`config.mk`:
```
export PLATFORM = sky130hd
export DESIGN_NAME = rpx_crossbar
export DESIGN_NICKNAME = d
export VERILOG_FILES = /design/src/rpx_pkg.sv /design/src/rpx_sel_mem.sv /design/src/rpx_crossbar.sv
export SDC_FILE = /design/constraint.sdc
export NUM_CORES = 1
export LEC_CHECK = 0
export BUFFER_PORTS_ARGS = -buffer_cell sky130_fd_sc_hd__buf_2
export CORE_UTILIZATION = 55
export DETAILED_ROUTE_END_ITERATION = 12
export GPL_ROUTABILITY_DRIVEN = 0
export PLACE_DENSITY = 0.77
export SLEW_MARGIN = 0
export SYNTH_ARGS = -nofsm -noshare
export SYNTH_HDL_FRONTEND = slang
export SYNTH_SLANG_ARGS = --single-unit
```
`constraint.sdc`:
```
create_clock -name aclk -period 3.9 [get_ports aclk]
set_clock_uncertainty 0.1 [all_clocks]
set_input_delay 0.195 -clock aclk [delete_from_list [all_inputs] [get_ports aclk]]
set_output_delay 0.195 -clock aclk [all_outputs]
set_load 0.02 [all_outputs]
```
`src/rpx_pkg.sv`:
```
// Package for the remappable pin crossbar: register map, select codes,
// reset values and carrier structs.
// Assumes a 32-bit AXI4-Lite register bus and a 100 MHz aclk.
package rpx_pkg;

   // ----------------------------------------------------------------
   // Sizes
   // ----------------------------------------------------------------
   localparam int NUM_PINS      = 8;
   localparam int OUT_SEL_W     = 6;
   localparam int IN_SEL_W      = 7;
   localparam int ADDR_W        = 8;
   localparam int PIN_IDX_W     = 3;

   // ----------------------------------------------------------------
   // Register offsets (byte addresses)
   // ----------------------------------------------------------------
   localparam logic [7:0] OFS_OUT_MAP_BASE = 8'h00;
   localparam logic [7:0] OFS_SPI2_IN_SEL  = 8'h20;
   localparam logic [7:0] OFS_STATUS       = 8'h24;

   // ----------------------------------------------------------------
   // Field positions and reset values
   // ----------------------------------------------------------------
   localparam int SPI2_DATA_SEL_LSB  = 0;
   localparam int SPI2_CLK_SEL_LSB   = 8;
   localparam logic [5:0]  OUT_SEL_RESET = 6'h00;
   localparam logic [15:0] IN_SEL_RESET  = 16'h0000;
   localparam logic [1:0]  RESP_OKAY     = 2'h0;
   localparam logic [1:0]  RESP_SLVERR   = 2'h2;

   // ----------------------------------------------------------------
   // Output select codes
   // ----------------------------------------------------------------
   localparam logic [5:0] OSEL_DEFAULT   = 6'h00;
   localparam logic [5:0] OSEL_UART1_TX  = 6'h01;
   localparam logic [5:0] OSEL_UART2_TX  = 6'h03;
   localparam logic [5:0] OSEL_SPI2_SDO  = 6'h08;
   localparam logic [5:0] OSEL_SPI2_SCK  = 6'h09;
   localparam logic [5:0] OSEL_SPI2_SS   = 6'h0A;
   localparam logic [5:0] OSEL_CAN_TX    = 6'h0E;
   localparam logic [5:0] OSEL_OC1       = 6'h10;
   localparam logic [5:0] OSEL_OC2       = 6'h11;
   localparam logic [5:0] OSEL_OC3       = 6'h12;
   localparam logic [5:0] OSEL_OC4       = 6'h13;
   localparam logic [5:0] OSEL_CMP1      = 6'h18;
   localparam logic [5:0] OSEL_CMP2      = 6'h19;
   localparam logic [5:0] OSEL_CMP3      = 6'h1A;
   localparam logic [5:0] OSEL_PWM_SYNC  = 6'h2D;
   localparam logic [5:0] OSEL_QEI_CMP   = 6'h2F;
   localparam logic [5:0] OSEL_REFCLK    = 6'h31;
   localparam logic [5:0] OSEL_CMP4      = 6'h32;

   // ----------------------------------------------------------------
   // Input select codes
   // ----------------------------------------------------------------
   localparam logic [6:0] ISEL_GROUND    = 7'h00;
   localparam logic [6:0] ISEL_CMP1      = 7'h01;
   localparam logic [6:0] ISEL_PIN_BASE  = 7'h20;
   localparam logic [6:0] ISEL_MAX       = 7'h79;

   // ----------------------------------------------------------------
   // Carriers
   // ----------------------------------------------------------------
   typedef struct packed {
      logic uart_one_transmit;
      logic uart_two_transmit;
      logic spi_two_serial_out;
      logic spi_two_clock_out;
      logic spi_two_slave_select;
      logic can_transmit_line;
      logic compare_channel_one_out;
      logic compare_channel_two_out;
      logic compare_channel_three_out;
      logic compare_channel_four_out;
      logic comparator_one_out;
      logic comparator_two_out;
      logic comparator_three_out;
      logic comparator_four_out;
      logic pwm_timebase_sync_out;
      logic encoder_counter_compare_out;
      logic reference_clock_out;
   } rpx_periph_out_t;

   typedef struct packed {
      logic spi2_clock_in;
      logic spi2_data_in;
   } rpx_periph_in_t;

endpackage : rpx_pkg

```
`src/rpx_sel_mem.sv`:
```
// Small register array holding the per-pin output select fields.
// Assumes one write port and one registered read port on aclk.
`timescale 1ns/100ps
module rpx_sel_mem
   import rpx_pkg::*;
(
   // Clock, reset, enable
   input  wire logic                         aclk,
   input  wire logic                         aresetn,
   input  wire logic                         ce,
   // Write port
   input  wire logic                         wr_en,
   input  wire logic [PIN_IDX_W-1:0]         wr_idx,
   input  wire logic [OUT_SEL_W-1:0]         wr_data,
   // Read port
   input  wire logic [PIN_IDX_W-1:0]         rd_idx,
   output      logic [OUT_SEL_W-1:0]         rd_data,
   // All fields for the crossbar
   output      logic [NUM_PINS*OUT_SEL_W-1:0] fields
);

   logic [OUT_SEL_W-1:0] mem [NUM_PINS];

   // ----------------------------------------------------------------
   // Storage; all fields zero so no pin is remapped after reset
   // ----------------------------------------------------------------
   always_ff @(posedge aclk) begin
      if (!aresetn) begin
         for (int i = 0; i < NUM_PINS; i++) begin
            mem[i] <= OUT_SEL_RESET;
         end
      end else if (ce && wr_en) begin
         mem[wr_idx] <= wr_data;
      end
   end

   // Registered read
   always_ff @(posedge aclk) begin
      if (!aresetn) begin
         rd_data <= OUT_SEL_RESET;
      end else if (ce) begin
         rd_data <= mem[rd_idx];
      end
   end

   // Flattened view of every field
   always_comb begin
      for (int i = 0; i < NUM_PINS; i++) begin
         fields[i*OUT_SEL_W +: OUT_SEL_W] = mem[i];
      end
   end

endmodule : rpx_sel_mem

```
`src/rpx_crossbar.sv`:
```
// Remappable pin crossbar with AXI4-Lite register access.
// Assumes peripheral outputs and default port data are on aclk; pin
// inputs are asynchronous and are synchronised here.
//
// Functional notes
// - No interlocks between any mapping registers
// - Fan-out and fan-in mappings both allowed
// - Code zero selects default port function
// - Codes 01/03 route UART one/two transmit
// - Codes 08/09/0A route SPI two outputs
// - Code 0E routes CAN transmit, variant only
// - Codes 10..13 route compare channels one-four
// - Codes 18/19/1A route comparators one-three
// - Code 31 reference clock, 32 comparator four
// - Codes 2D/2F PWM sync, encoder compare (motor)
// - Per-pin six-bit field chooses driving output
// - All output selects zero after reset
`timescale 1ns/100ps
module rpx_crossbar
   import rpx_pkg::*;
#(
   parameter bit HAS_CAN   = 1'b1,
   parameter bit HAS_MOTOR = 1'b1
)(
   // Clock, reset, enable
   input  wire logic                  aclk,
   input  wire logic                  aresetn,
   input  wire logic                  ce,
   // AXI4-Lite write address
   input  wire logic [ADDR_W-1:0]     s_axi_awaddr,
   input  wire logic                  s_axi_awvalid,
   output      logic                  s_axi_awready,
   // AXI4-Lite write data
   input  wire logic [31:0]           s_axi_wdata,
   input  wire logic [3:0]            s_axi_wstrb,
   input  wire logic                  s_axi_wvalid,
   output      logic                  s_axi_wready,
   // AXI4-Lite write response
   output      logic [1:0]            s_axi_bresp,
   output      logic                  s_axi_bvalid,
   input  wire logic                  s_axi_bready,
   // AXI4-Lite read address
   input  wire logic [ADDR_W-1:0]     s_axi_araddr,
   input  wire logic                  s_axi_arvalid,
   output      logic                  s_axi_arready,
   // AXI4-Lite read data
   output      logic [31:0]           s_axi_rdata,
   output      logic [1:0]            s_axi_rresp,
   output      logic                  s_axi_rvalid,
   input  wire logic                  s_axi_rready,
   // Peripheral side
   input  wire rpx_periph_out_t       periph_out,
   output      rpx_periph_in_t        periph_in,
   // Pin side
   input  wire logic [NUM_PINS-1:0]   port_default_out,
   input  wire logic [NUM_PINS-1:0]   remappable_pin_in,
   output      logic [NUM_PINS-1:0]   remappable_pin_out
);

   // ----------------------------------------------------------------
   // Declarations
   // ----------------------------------------------------------------
   typedef enum logic [2:0] {
      WR_IDLE = 3'b001,
      WR_EXEC = 3'b010,
      WR_RESP = 3'b100
   } rpx_wr_state_t;

   typedef enum logic [2:0] {
      RD_IDLE = 3'b001,
      RD_WAIT = 3'b010,
      RD_RESP = 3'b100
   } rpx_rd_state_t;

   rpx_wr_state_t              wr_state_reg;
   rpx_rd_state_t              rd_state_reg;
   logic                       aw_held_reg;
   logic                       w_held_reg;
   logic [ADDR_W-1:0]          awaddr_reg;
   logic [31:0]                wdata_reg;
   logic [3:0]                 wstrb_reg;
   logic [ADDR_W-1:0]          araddr_reg;
   logic [1:0]                 bresp_reg;
   logic [31:0]                rdata_reg;
   logic [1:0]                 rresp_reg;
   logic [15:0]                spi2_clock_data_input_select_reg;
   logic [NUM_PINS-1:0]        pin_s1_reg;
   logic [NUM_PINS-1:0]        pin_s2_reg;
   logic [NUM_PINS-1:0]        pin_s3_reg;
   logic [NUM_PINS-1:0]        pin_stable_reg;
   logic [NUM_PINS-1:0]        pin_out_reg;
   logic [NUM_PINS*OUT_SEL_W-1:0] out_fields;
   logic [OUT_SEL_W-1:0]       mem_rd_data;
   logic                       mem_wr_en;
   logic [PIN_IDX_W-1:0]       mem_wr_idx;
   logic [PIN_IDX_W-1:0]       mem_rd_idx;
   logic                       wr_is_map;
   logic                       rd_is_map;

   // ----------------------------------------------------------------
   // Helper functions
   // ----------------------------------------------------------------
   // Byte address falls inside the pin output map block
   function automatic logic is_map_addr(input logic [ADDR_W-1:0] a);
      is_map_addr = (a[ADDR_W-1:5] == OFS_OUT_MAP_BASE[ADDR_W-1:5]);
   endfunction : is_map_addr

   // Pin index from a byte address in the map block
   function automatic logic [PIN_IDX_W-1:0] map_idx(input logic [ADDR_W-1:0] a);
      map_idx = a[PIN_IDX_W+1:2];
   endfunction : map_idx

   // One output select code to the driving signal
   function automatic logic route_out(input logic [OUT_SEL_W-1:0] sel,
                                      input rpx_periph_out_t     p,
                                      input logic                dflt);
      unique case (sel)
         OSEL_UART1_TX : route_out = p.uart_one_transmit;
         OSEL_UART2_TX : route_out = p.uart_two_transmit;
         OSEL_SPI2_SDO : route_out = p.spi_two_serial_out;
         OSEL_SPI2_SCK : route_out = p.spi_two_clock_out;
         OSEL_SPI2_SS  : route_out = p.spi_two_slave_select;
         OSEL_CAN_TX   : route_out = HAS_CAN ? p.can_transmit_line : dflt;
         OSEL_OC1      : route_out = p.compare_channel_one_out;
         OSEL_OC2      : route_out = p.compare_channel_two_out;
         OSEL_OC3      : route_out = p.compare_channel_three_out;
         OSEL_OC4      : route_out = p.compare_channel_four_out;
         OSEL_CMP1     : route_out = p.comparator_one_out;
         OSEL_CMP2     : route_out = p.comparator_two_out;
         OSEL_CMP3     : route_out = p.comparator_three_out;
         OSEL_PWM_SYNC : route_out = HAS_MOTOR ? p.pwm_timebase_sync_out : dflt;
         OSEL_QEI_CMP  : route_out = HAS_MOTOR ? p.encoder_counter_compare_out : dflt;
         OSEL_REFCLK   : route_out = p.reference_clock_out;
         OSEL_CMP4     : route_out = p.comparator_four_out;
         default       : route_out = dflt;
      endcase
   endfunction : route_out

   // One input select code to the peripheral input value
   function automatic logic route_in(input logic [IN_SEL_W-1:0] sel,
                                     input logic [NUM_PINS-1:0] pins,
                                     input logic                cmp1);
      logic [IN_SEL_W-1:0] ofs;
      ofs = sel - ISEL_PIN_BASE;
      if (sel == ISEL_CMP1) begin
         route_in = cmp1;
      end else if (sel >= ISEL_PIN_BASE && sel <= ISEL_MAX && ofs < IN_SEL_W'(NUM_PINS)) begin
         route_in = pins[ofs[PIN_IDX_W-1:0]];
      end else begin
         route_in = 1'b0;
      end
   endfunction : route_in

   // ----------------------------------------------------------------
   // Output select storage
   // ----------------------------------------------------------------
   assign wr_is_map  = is_map_addr(awaddr_reg);
   assign rd_is_map  = is_map_addr(araddr_reg);
   assign mem_wr_en  = (wr_state_reg == WR_EXEC) && wr_is_map && wstrb_reg[0];
   assign mem_wr_idx = map_idx(awaddr_reg);
   assign mem_rd_idx = map_idx(s_axi_arready ? s_axi_araddr : araddr_reg); // Array read starts at accept

   rpx_sel_mem i_rpx_sel_mem (
      .aclk    (aclk),
      .aresetn (aresetn),
      .ce      (ce),
      .wr_en   (mem_wr_en),
      .wr_idx  (mem_wr_idx),
      .wr_data (wdata_reg[OUT_SEL_W-1:0]),
      .rd_idx  (mem_rd_idx),
      .rd_data (mem_rd_data),
      .fields  (out_fields)
   );

   // ----------------------------------------------------------------
   // Write channel: address and data taken in either order
   // ----------------------------------------------------------------
   assign s_axi_awready = (wr_state_reg == WR_IDLE) && !aw_held_reg && ce;
   assign s_axi_wready  = (wr_state_reg == WR_IDLE) && !w_held_reg && ce;
   assign s_axi_bvalid  = (wr_state_reg == WR_RESP);
   assign s_axi_bresp   = bresp_reg;

   // Capture of address and data
   always_ff @(posedge aclk) begin
      if (!aresetn) begin
         aw_held_reg <= 1'b0;
         w_held_reg  <= 1'b0;
         awaddr_reg  <= '0;
         wdata_reg   <= 32'h00000000;
         wstrb_reg   <= 4'h0;
      end else if (ce) begin
         if (s_axi_awvalid && s_axi_awready) begin
            aw_held_reg <= 1'b1;
            awaddr_reg  <= s_axi_awaddr;
         end
         if (s_axi_wvalid && s_axi_wready) begin
            w_held_reg <= 1'b1;
            wdata_reg  <= s_axi_wdata;
            wstrb_reg  <= s_axi_wstrb;
         end
         if (wr_state_reg == WR_EXEC) begin
            aw_held_reg <= 1'b0;
            w_held_reg  <= 1'b0;
         end
      end
   end

   // Write sequencing and register update
   always_ff @(posedge aclk) begin
      if (!aresetn) begin
         wr_state_reg <= WR_IDLE;
         bresp_reg    <= RESP_OKAY;
         spi2_clock_data_input_select_reg <= IN_SEL_RESET;
      end else if (ce) begin
         unique case (wr_state_reg)
            WR_IDLE : begin
               if (aw_held_reg && w_held_reg) begin
                  wr_state_reg <= WR_EXEC;
               end
            end
            WR_EXEC : begin
               wr_state_reg <= WR_RESP;
               bresp_reg    <= RESP_OKAY;
               if (awaddr_reg == OFS_SPI2_IN_SEL) begin
                  // Bit 15 and bit 7 are unimplemented, kept zero
                  if (wstrb_reg[0]) begin
                     spi2_clock_data_input_select_reg[7:0] <= {1'b0, wdata_reg[6:0]};
                  end
                  if (wstrb_reg[1]) begin
                     spi2_clock_data_input_select_reg[15:8] <= {1'b0, wdata_reg[14:8]};
                  end
               end else if (!wr_is_map && awaddr_reg != OFS_STATUS) begin
                  bresp_reg <= RESP_SLVERR;
               end
            end
            WR_RESP : begin
               if (s_axi_bready) begin
                  wr_state_reg <= WR_IDLE;
               end
            end
         endcase
      end
   end

   // ----------------------------------------------------------------
   // Read channel: one cycle for the array read, then answer
   // ----------------------------------------------------------------
   assign s_axi_arready = (rd_state_reg == RD_IDLE) && ce;
   assign s_axi_rvalid  = (rd_state_reg == RD_RESP);
   assign s_axi_rdata   = rdata_reg;
   assign s_axi_rresp   = rresp_reg;

   always_ff @(posedge aclk) begin
      if (!aresetn) begin
         rd_state_reg <= RD_IDLE;
         araddr_reg   <= '0;
         rdata_reg    <= 32'h00000000;
         rresp_reg    <= RESP_OKAY;
      end else if (ce) begin
         unique case (rd_state_reg)
            RD_IDLE : begin
               if (s_axi_arvalid) begin
                  araddr_reg   <= s_axi_araddr;
                  rd_state_reg <= RD_WAIT;
               end
            end
            RD_WAIT : begin
               rd_state_reg <= RD_RESP;
               rresp_reg    <= RESP_OKAY;
               if (rd_is_map) begin
                  rdata_reg <= {26'h0000000, mem_rd_data};
               end else if (araddr_reg == OFS_SPI2_IN_SEL) begin
                  rdata_reg <= {16'h0000, spi2_clock_data_input_select_reg};
               end else if (araddr_reg == OFS_STATUS) begin
                  // Live view of the synchronised pins and driven pins
                  rdata_reg <= {16'h0000, pin_out_reg, pin_stable_reg};
               end else begin
                  rdata_reg <= 32'h00000000;
                  rresp_reg <= RESP_SLVERR;
               end
            end
            RD_RESP : begin
               if (s_axi_rready) begin
                  rd_state_reg <= RD_IDLE;
               end
            end
         endcase
      end
   end

   // ----------------------------------------------------------------
   // Pin input synchroniser; change accepted when stages two and three agree
   // ----------------------------------------------------------------
   always_ff @(posedge aclk) begin
      if (!aresetn) begin
         pin_s1_reg     <= '0;
         pin_s2_reg     <= '0;
         pin_s3_reg     <= '0;
         pin_stable_reg <= '0;
      end else if (ce) begin
         pin_s1_reg <= remappable_pin_in;
         pin_s2_reg <= pin_s1_reg;
         pin_s3_reg <= pin_s2_reg;
         for (int i = 0; i < NUM_PINS; i++) begin
            if (pin_s2_reg[i] == pin_s3_reg[i]) begin
               pin_stable_reg[i] <= pin_s3_reg[i];
            end
         end
      end
   end

   // ----------------------------------------------------------------
   // Output crossbar; each pin decoded alone so any mix is legal
   // ----------------------------------------------------------------
   always_ff @(posedge aclk) begin
      if (!aresetn) begin
         pin_out_reg <= '0;
      end else if (ce) begin
         for (int i = 0; i < NUM_PINS; i++) begin
            pin_out_reg[i] <= route_out(out_fields[i*OUT_SEL_W +: OUT_SEL_W],
                                        periph_out, port_default_out[i]);
         end
      end
   end

   assign remappable_pin_out = pin_out_reg;

   // ----------------------------------------------------------------
   // Input crossbar; several inputs may share one pin
   // ----------------------------------------------------------------
   always_ff @(posedge aclk) begin
      if (!aresetn) begin
         periph_in <= '0;
      end else if (ce) begin
         periph_in.spi2_clock_in <= route_in(spi2_clock_data_input_select_reg[SPI2_CLK_SEL_LSB +: IN_SEL_W],
                                             pin_stable_reg, periph_out.comparator_one_out);
         periph_in.spi2_data_in  <= route_in(spi2_clock_data_input_select_reg[SPI2_DATA_SEL_LSB +: IN_SEL_W],
                                             pin_stable_reg, periph_out.comparator_one_out);
      end
   end

endmodule : rpx_crossbar

```
---- Yosys cells after proc, flatten, opt, wreduce, memory -nomap -nowiden ----
Memory sizes are Yosys's and may differ from the RTL's. A register that Yosys moved wholly into a read port is not among the register bits.
Cells that the tools add are included.
cells by class
  eq/ne operators ......................... 160
  add/subtract/negate cells ............... 2
  order comparisons ....................... 8
  multiplexer cells ....................... 42
  reductions and logical operators ........ 44
operators with widths
  cell                 count
  $eq 6x5->1 const B   56
  $eq 6x4->1 const B   32
  $eq 6x6->1 const B   32
  $pmux 1 s17          8
  $eq 6x1->1 const B   8
  $eq 6x2->1 const B   8
  $mux 16              3
  $reduce_and 2->1     14
  $eq 8x6->1 const B   3
  $pmux 3 s3           2
  $logic_and 1x1->1    16
  $mux 1               15
  $mux 3               5
  $eq 7x1->1 const B   2
  $ge 7x6->1 const B   2
  $le 7x7->1 const B   2
  $lt 7x4->1 const B   2
  $sub 7x6->7 const B  2
  $mux 2               5
  $reduce_and 3->1     3
  $eq 1x1->1           8
  $lt 3x4->1 const B   2
  $ne 8x6->1 const B   1
  $reduce_and 4->1     2
  12 further kinds     23
storage, ports and cells
  memories ................................ 1
  flip-flop bits (word level) ............. 133
  logic and storage cells ................. 284
  memory bits (writable) .................. 48
memories
  memory             words  bits a word  rd ports  clocked after memory_dff  write ports  line               RTL
  i_rpx_sel_mem.mem  8      6            9         1                         8            rpx_sel_mem.sv:22  logic [OUT_SEL_W-1:0] mem [NUM_PINS];

---- Longest topological paths before layout ----
Gate-level depths: netlist of run 1.
  depth after elaboration ................. 9
  mapped depth ............................ 9
  mapped depth without buffers ............ 6

---- Cells and area by module ----
A second synthesis of run 1 with hierarchy kept.
second synthesis, totals
  cell total of the unflattened synthesis .. 1076
  area total of the unflattened synthesis .. 9878.2 sq um
by module, submodules not included
  module        area an instance (sq um)  instances  seq. area each (sq um)  cells each
  rpx_crossbar  7387.1                    1          2282.2                  895
  rpx_sel_mem   2491.1                    1          1561.5                  181

---- Least setup slack after synthesis of run 1 ----
OpenSTA, ideal clock, no wires.
  path kind ............................... flip-flop to flip-flop
  start point ............................. reg wr_state_reg[0]
  end point ............................... mem i_rpx_sel_mem.mem[4][0] (enable)
  cell stages (with the launch flop) ...... 6
  buffers on the path ..................... 0
  clock period less this slack ............ 2.297 ns
  setup slack ............................. 1.603 ns
  data arrival time ....................... 1.820 ns
  setup time .............................. 0.377 ns
  data required time ...................... 3.423 ns
  path through ............................ dfxtp_1 > nand4bb_1 > or3_1 > nor3_2 > nand2b_1 > o21ai_0
RTL lines
  element                 line                 RTL
  from (decl)             rpx_crossbar.sv:75   rpx_wr_state_t wr_state_reg;
  from (signal assigned)  rpx_crossbar.sv:211  wr_state_reg <= WR_IDLE;
  from (signal assigned)  rpx_crossbar.sv:218  wr_state_reg <= WR_EXEC;
  from (signal assigned)  rpx_crossbar.sv:222  wr_state_reg <= WR_RESP;
  to (decl)               rpx_sel_mem.sv:22

==> results of run 1 <==
metal layers:
layer  wire, um  part of all wire  global-route usage  up-vias
met5          0                 0                   0        -
met4       1160             0.043               0.156        0
met3       2270             0.084              0.0604       93
met2      12200              0.45               0.462      437
met1      11600              0.43               0.407     4056
li1           -                 -                   -     4042
power by group:
| group | internal, mW | switching [mW] |
|---|---|---|
| combinational | 0.224 | 0.288 |
| sequential | 1.86 | 0.109 |
| clock | 0.843 | 0.774 |
per-stage QoR:
stage	area [sq um]	util	cells	power, mW	setup WS (ns)
final	11100	0.644	1389	4.10	1.16
after detailed placement	10100	0.586	1313	2.47	1.22
after global routing	11100	0.644	1389	4.23	0.952
after global placement	10100	0.586	1313	2.46	1.28
after floorplan	9740	-	1078	2.32	1.60
after CTS	11100	0.644	1389	4.09	1.20
placed cells by master (no fill, tap or decap), types with 11 or more instances in the layout:
master         Yosys  layout
dfxtp_1          120     120
nand2b_1          17      17
a21boi_0          47      47
mux2_2            11      11
mux2i_1           77      77
a22oi_1           13      13
and2_1            57      57
clkbuf_16          0      17
dlygate4sd3_1      0      44
nand3_1           59      59
nand3b_1          16      16
nor3_1            17      17
inv_1             17      17
conb_1             1      18
nor3b_1           13      13
mux4_2            11      11
nand2_1           93      93
nor2b_1           48      48
o21ai_0           60      60
a21oi_1           24      24
buf_2              8     105
nor2_1            46      46
edfxtp_1          48      48
critical path, delay by kind of cell (launching register included):
family / cells / cell delay, ns
compound gates: 1 / 0.72
flops: 1 / 0.37
simple gates: 4 / 1.16
area by class of cell:
type | instances | area (sq um)
sequential | 168 | 3840
multi-input combinational | 793 | 5360
clock buffer | 18 | 429
fill | 1385 | 6130
clock inverter | 14 | 131
tap | 225 | 282
inverter | 18 | 67.6
timing repair buffer | 153 | 996
cell families after synthesis:
group                     synth area share
and+or+nand+nor                      0.246
AOI/OAI and AO/OA                    0.175
DFF                                  0.397
buffers and inverters               0.0557
muxes                                0.122
xor gates and xnor gates           0.00362
other                             0.000387
timing repair:
item | in CTS | in global routing
hold buffers | 44 | 0
setup buffers | 0 | 0
hold endpoints to repair | 42 | 0
final timing paths:
check	slack, ns	endpoint	cells after the start
max reg2reg	1.16	i_rpx_sel_mem.mem[6][3]	5
min	0.02	remappable_pin_out[7]	3
min reg2reg	0.36	awaddr_reg[1]	2
max	1.16	i_rpx_sel_mem.mem[6][3]	5
==> flow_metrics.env, run 1 <==
export IMPL_io_pins=144
export IMPL_yosysTopAreaCell="dfxtp_1"
export IMPL_yosysMostFrequentCell="dfxtp_1"
export IMPL_crit_path_end_kind="flip-flop"
export IMPL_drv_slew=0
export IMPL_ys_ff_latch=168
export IMPL_cts_made_buffers=17
export IMPL_ir_drop_uv=344
export IMPL_power_density_nw_per_um2=369
export IMPL_ys_flop_type="dfxtp_1"
export IMPL_max_freq_mhz=365
export IMPL_synth_top_area_share=0.248
export IMPL_die_w_um=135
export IMPL_max_stage_delay_ns=0.72
export IMPL_wl_per_cell_um=19.6
export IMPL_antenna_found_initial=0
export IMPL_route_vias_total=8628
export IMPL_core_sq_um=17200
export IMPL_hold_path_class="input pin to flip-flop"
export IMPL_crit_type="flip-flop to flip-flop"
export IMPL_synth_area_leaders="dfxtp_1 25%, edfxtp_1 15%, mux2i_1 8.0%"
export IMPL_largest_reg_flops=48
export IMPL_cts_sinks=168
export IMPL_period_needed_ns=2.74
export IMPL_required_ns=3.86
export IMPL_routed_wl_um=27200
export IMPL_grt_pass1_wl_um=41900
export IMPL_tritoncts="built"
export IMPL_gr_total_overflow=0
export IMPL_max_flop_register="i_rpx_sel_mem.mem"
export IMPL_yosysWarnings=0
export IMPL_die_h_um=135
export IMPL_postSynthCellCount=1061
export IMPL_maxSlewHeadroom=0.308
export IMPL_rsz0062_at_grt="false"
export IMPL_start_kind="flip-flop"
export IMPL_synth_cells_most_frequent="120 x dfxtp_1, 93 x nand2_1, 77 x mux2i_1"
export IMPL_place_hpwl_um=18100
export IMPL_whs_ns=0.0181
export IMPL_root_buffer="clkbuf_16"
export IMPL_clk_latency_ns=0.44
export IMPL_initial_utilization=0.561
export IMPL_cts_htree_levels=4
export IMPL_drtAntennaViolNets=0
export IMPL_ys_async_sr_fraction=0
export IMPL_drt_drc_violations_left=0
export IMPL_worstMarginPinSlew_ns=1.04
export IMPL_diodes=0
export IMPL_path_clk_slew_ns=0.07
export IMPL_r2r_start="wr_state_reg[0]"
export IMPL_critical_path_startpoint="wr_state_reg[0]"
export IMPL_outcome="completed"
export IMPL_synth_cell_types=75
export IMPL_final_hold_violation_count=0
export IMPL_viasPerCell=6.21
export IMPL_dr_pass1_iters=7
export IMPL_synth_cell_area_sq_um=9680
export IMPL_drv_cap=0
export IMPL_critPathArrivalTime_ns=2.70
export IMPL_crit_fanout=7
export IMPL_synth_edf_count=48
export IMPL_cts_buffer_depth=2
export IMPL_holdCritStartpoint="port_default_out[7]"
export IMPL_layout_drive_gt1_share=0.152
export IMPL_cp_slowest_cell="o21ai_0"
export IMPL_grt_usage=0.303
export IMPL_synth_seq_area_share=0.397
export IMPL_post_route_period_util=0.703
export IMPL_core_rowCount=48
export IMPL_setup_tns_ns=0
export IMPL_avgSynthCellArea_sq_um=9.12
export IMPL_leakagePower_nw=4.29
export IMPL_area_growth_pct=14.8
export IMPL_cp_cell_sequence="nand4bb_1 > or3_1 > nor3_2 > nand2b_1 > o21ai_0"
export IMPL_die_area_sq_um=18100
export IMPL_grt_max_degree=84
export IMPL_io_buffer_count=105
export IMPL_setup_viol_count_final=0
export IMPL_cts_resized=0
export IMPL_drt_iter0_markers=1020
export IMPL_nets=1244
export IMPL_grt_pass1_vias=7701
Power figures use the tool's default switching activity.
==> run 2: changes to the inputs <==
--- a/config.mk
+++ b/config.mk
@@ -5,6 +5,7 @@
 export SDC_FILE = /design/constraint.sdc
 export NUM_CORES = 1
 export LEC_CHECK = 0
+export ABC_AREA = 1
 export BUFFER_PORTS_ARGS = -buffer_cell sky130_fd_sc_hd__buf_2
 export CORE_UTILIZATION = 55
 export DETAILED_ROUTE_END_ITERATION = 12
==> constraint.sdc (replaced) <==
create_clock -name aclk -period 2.8 [get_ports aclk]
set_clock_uncertainty 0.1 [all_clocks]
set_input_delay 0.14 -clock aclk [delete_from_list [all_inputs] [get_ports aclk]]
set_output_delay 0.14 -clock aclk [all_outputs]
set_load 0.02 [all_outputs]
==> run 2 against run 1 <==
- sequential power grew 37%
- non-clock buffer count stayed put
- first-iteration DRC count rose by 19%
- maximum frequency up 13%
- final area increased by 5.7%
- critical path depth rose by 3
- combinational power rose by 76%
- via count rose by 28%
- largest cell class unchanged
- highest routed layer unchanged
==> flow_metrics.env, run 2 <==
export IMPL_synth_cell_types=36
export IMPL_cts_setup_buffers=0
export IMPL_synth_area_leaders="dfxtp_1 24%, nand2_1 14%, edfxtp_1 14%"
export IMPL_critPathArrivalTime_ns=2.45
export IMPL_avgSynthCellArea_sq_um=6.30
export IMPL_viasPerCell=5.60
export IMPL_dr_pass1_iters=8
export IMPL_die_area_sq_um=19000
export IMPL_hold_end="remappable_pin_out[4]"
export IMPL_hold_path_class="input pin to flip-flop"
export IMPL_period_needed_ns=2.43
export IMPL_cts_sinks=168
export IMPL_power_density_nw_per_um2=509
export IMPL_synth_top_area_share=0.236
export IMPL_crit_fanout=7
export IMPL_core_rowCount=49
export IMPL_wl_per_cell_um=15.7
export IMPL_route_vias_total=11055
export IMPL_postSynthCellCount=1614
export IMPL_rr_worst_depth=8
export IMPL_area_growth_pct=15.5
export IMPL_drtAntennaViolNets=0
export IMPL_leakagePower_nw=5.59
export IMPL_grt_usage=0.337
export IMPL_drv_slew=0
export IMPL_yosysWarnings=0
export IMPL_crit_top_cell="nand2_1"
export IMPL_start_kind="flip-flop"
export IMPL_stdcell_count=1975
export IMPL_r2r_start="wr_state_reg[1]"
export IMPL_io_pins=144
export IMPL_cp_slowest_cell="nor2_1"
export IMPL_gr_total_overflow=0
export IMPL_initial_utilization=0.564
export IMPL_diodes=0
export IMPL_clk_latency_ns=0.44
export IMPL_synth_cell_area_sq_um=10200
export IMPL_design_area_sq_um=11700
export IMPL_root_buffer="clkbuf_16"
export IMPL_ctsHoldBuffers=40
export IMPL_maxSlewHeadroom=0.482
export IMPL_cp_cell_sequence="inv_1 > nor3_1 > inv_1 > nor2_1 > nand2_1 > nor2_1 > nand2_1 > nand2_1"
export IMPL_crit_path_end_kind="flip-flop"
export IMPL_drv_cap=0
export IMPL_cts_made_buffers=17
export IMPL_cts_buffer_depth=2
export IMPL_ff2ff_setup_slack_ns=0.37
export IMPL_setup_viol_count_final=0
export IMPL_ir_drop_uv=453
export IMPL_path_clk_slew_ns=0.08
export IMPL_max_flop_register="i_rpx_sel_mem.mem"
export IMPL_ys_flop_type="dfxtp_1"
export IMPL_synth_cells_most_frequent="391 x nand2_1, 317 x nor2_1, 209 x nand3_1"
export IMPL_whs_ns=0.0344
export IMPL_worstReg2RegEnd="i_rpx_sel_mem.mem[5][3]"
export IMPL_post_route_period_util=0.868
export IMPL_layout_drive_gt1_share=0.0911
export IMPL_place_area_sq_um=10700
export IMPL_worstMarginPinSlew_ns=0.778
export IMPL_grt_max_degree=92
export IMPL_nets=1826
export IMPL_yosysTopAreaCell="dfxtp_1"
export IMPL_drt_drc_violations_left=0
export IMPL_io_buffer_count=105
export IMPL_final_hold_violation_count=0
export IMPL_final_util=0.651
export IMPL_drt_iter0_markers=1212
export IMPL_cts_resized=0
export IMPL_max_freq_mhz=411
export IMPL_crit_type="flip-flop to flip-flop"
export IMPL_min_path_cells=7
export IMPL_tritoncts="built"
export IMPL_setup_tns_ns=0
export IMPL_grt_pass1_wl_um=48600
export IMPL_ys_ff_latch=168
export IMPL_dp_cells=1903
export IMPL_yosysMostFrequentCell="nand2_1"
export IMPL_outcome="completed"
export IMPL_max_stage_delay_ns=0.43
export IMPL_cts_htree_levels=4
export IMPL_ys_async_sr_fraction=0
export IMPL_place_hpwl_um=21800
export IMPL_routed_wl_um=31000
export IMPL_grt_pass1_vias=9699
export IMPL_antenna_found_initial=0
export IMPL_synth_edf_count=48
export IMPL_core_sq_um=18000
export IMPL_rsz0062_at_grt="false"
export IMPL_final_cell_mix="391 x nand2_1, 317 x nor2_1, 209 x nand3_1, 173 x inv_1, 120 x dfxtp_1"
export IMPL_die_w_um=138
export IMPL_holdCritStartpoint="port_default_out[4]"
export IMPL_required_ns=2.82
export IMPL_largest_reg_flops=48
export IMPL_synth_seq_area_share=0.378
export IMPL_mostFrequentLayoutCell="nand2_1"
export IMPL_die_h_um=138
-- run 2: area by class of cell --
class                      count  area [sq um]
timing repair buffer         153           986
tap                          229           287
sequential                   168          3840
clock inverter                15           193
inverter                     186           701
fill                        1632          6290
multi-input combinational   1207          5300
clock buffer                  17           425
-- run 2: cells by family after synthesis --
| logic type | count (synthesis) | share of synthesized area |
|---|---|---|
| and+or+nand+nor | 978 | 0.407 |
| buffers and inverters | 256 | 0.106 |
| AOI/OAI and AO/OA | 211 | 0.108 |
| DFF | 168 | 0.378 |
| other | 1 | 0.000369 |
-- run 2: per-stage QoR --
step / total power, mW / worst slack [ns]
floorplan: 3.33 / 1.00
global placement: 3.56 / 0.496
detailed placement: 3.57 / 0.469
CTS: 5.97 / 0.424
global route: 6.21 / 0.102
finish: 5.98 / 0.369
-- run 2: power by group --
| part | total (mW) | internal, mW | leakage (nW) | switching (mW) |
|---|---|---|---|---|
| registers | 2.69 | 2.60 | 1.48 | 0.0872 |
| logic | 0.900 | 0.273 | 3.82 | 0.627 |
| clock network | 2.39 | 1.22 | 0.296 | 1.16 |
-- run 2: critical path, delay by kind of cell, from the launching register on --
family	cells	cell delay (ns)
buf+inv	2	0.16
flops	1	0.33
simple gates	6	1.49
-- run 2: layer usage --
layer | vias up | track usage | share of wire
met2 | 612 | 0.500 | 0.43
met5 | - | 0 | 0
met3 | 102 | 0.0727 | 0.11
met4 | 0 | 0.175 | 0.048
met1 | 4886 | 0.459 | 0.42
li1 | 5455 | - | -
-- run 2: worst max-delay path by stage --
| stage | startpoint | end | cells past startpoint |
|---|---|---|---|
| 5_1_grt | wr_state_reg[1] | i_rpx_sel_mem.mem[5][3] | 8 |
| 6_report | wr_state_reg[1] | i_rpx_sel_mem.mem[5][3] | 8 |
| 2_1_floorplan | rd_state_reg[2] | rd_state_reg[1] | 8 |
| 3_3_place_gp | wr_state_reg[1] | i_rpx_sel_mem.mem[4][3] | 8 |
| 3_5_place_dp | wr_state_reg[1] | i_rpx_sel_mem.mem[4][0] | 8 |
| 4_1_cts | wr_state_reg[2] | i_rpx_sel_mem.mem[5][3] | 7 |
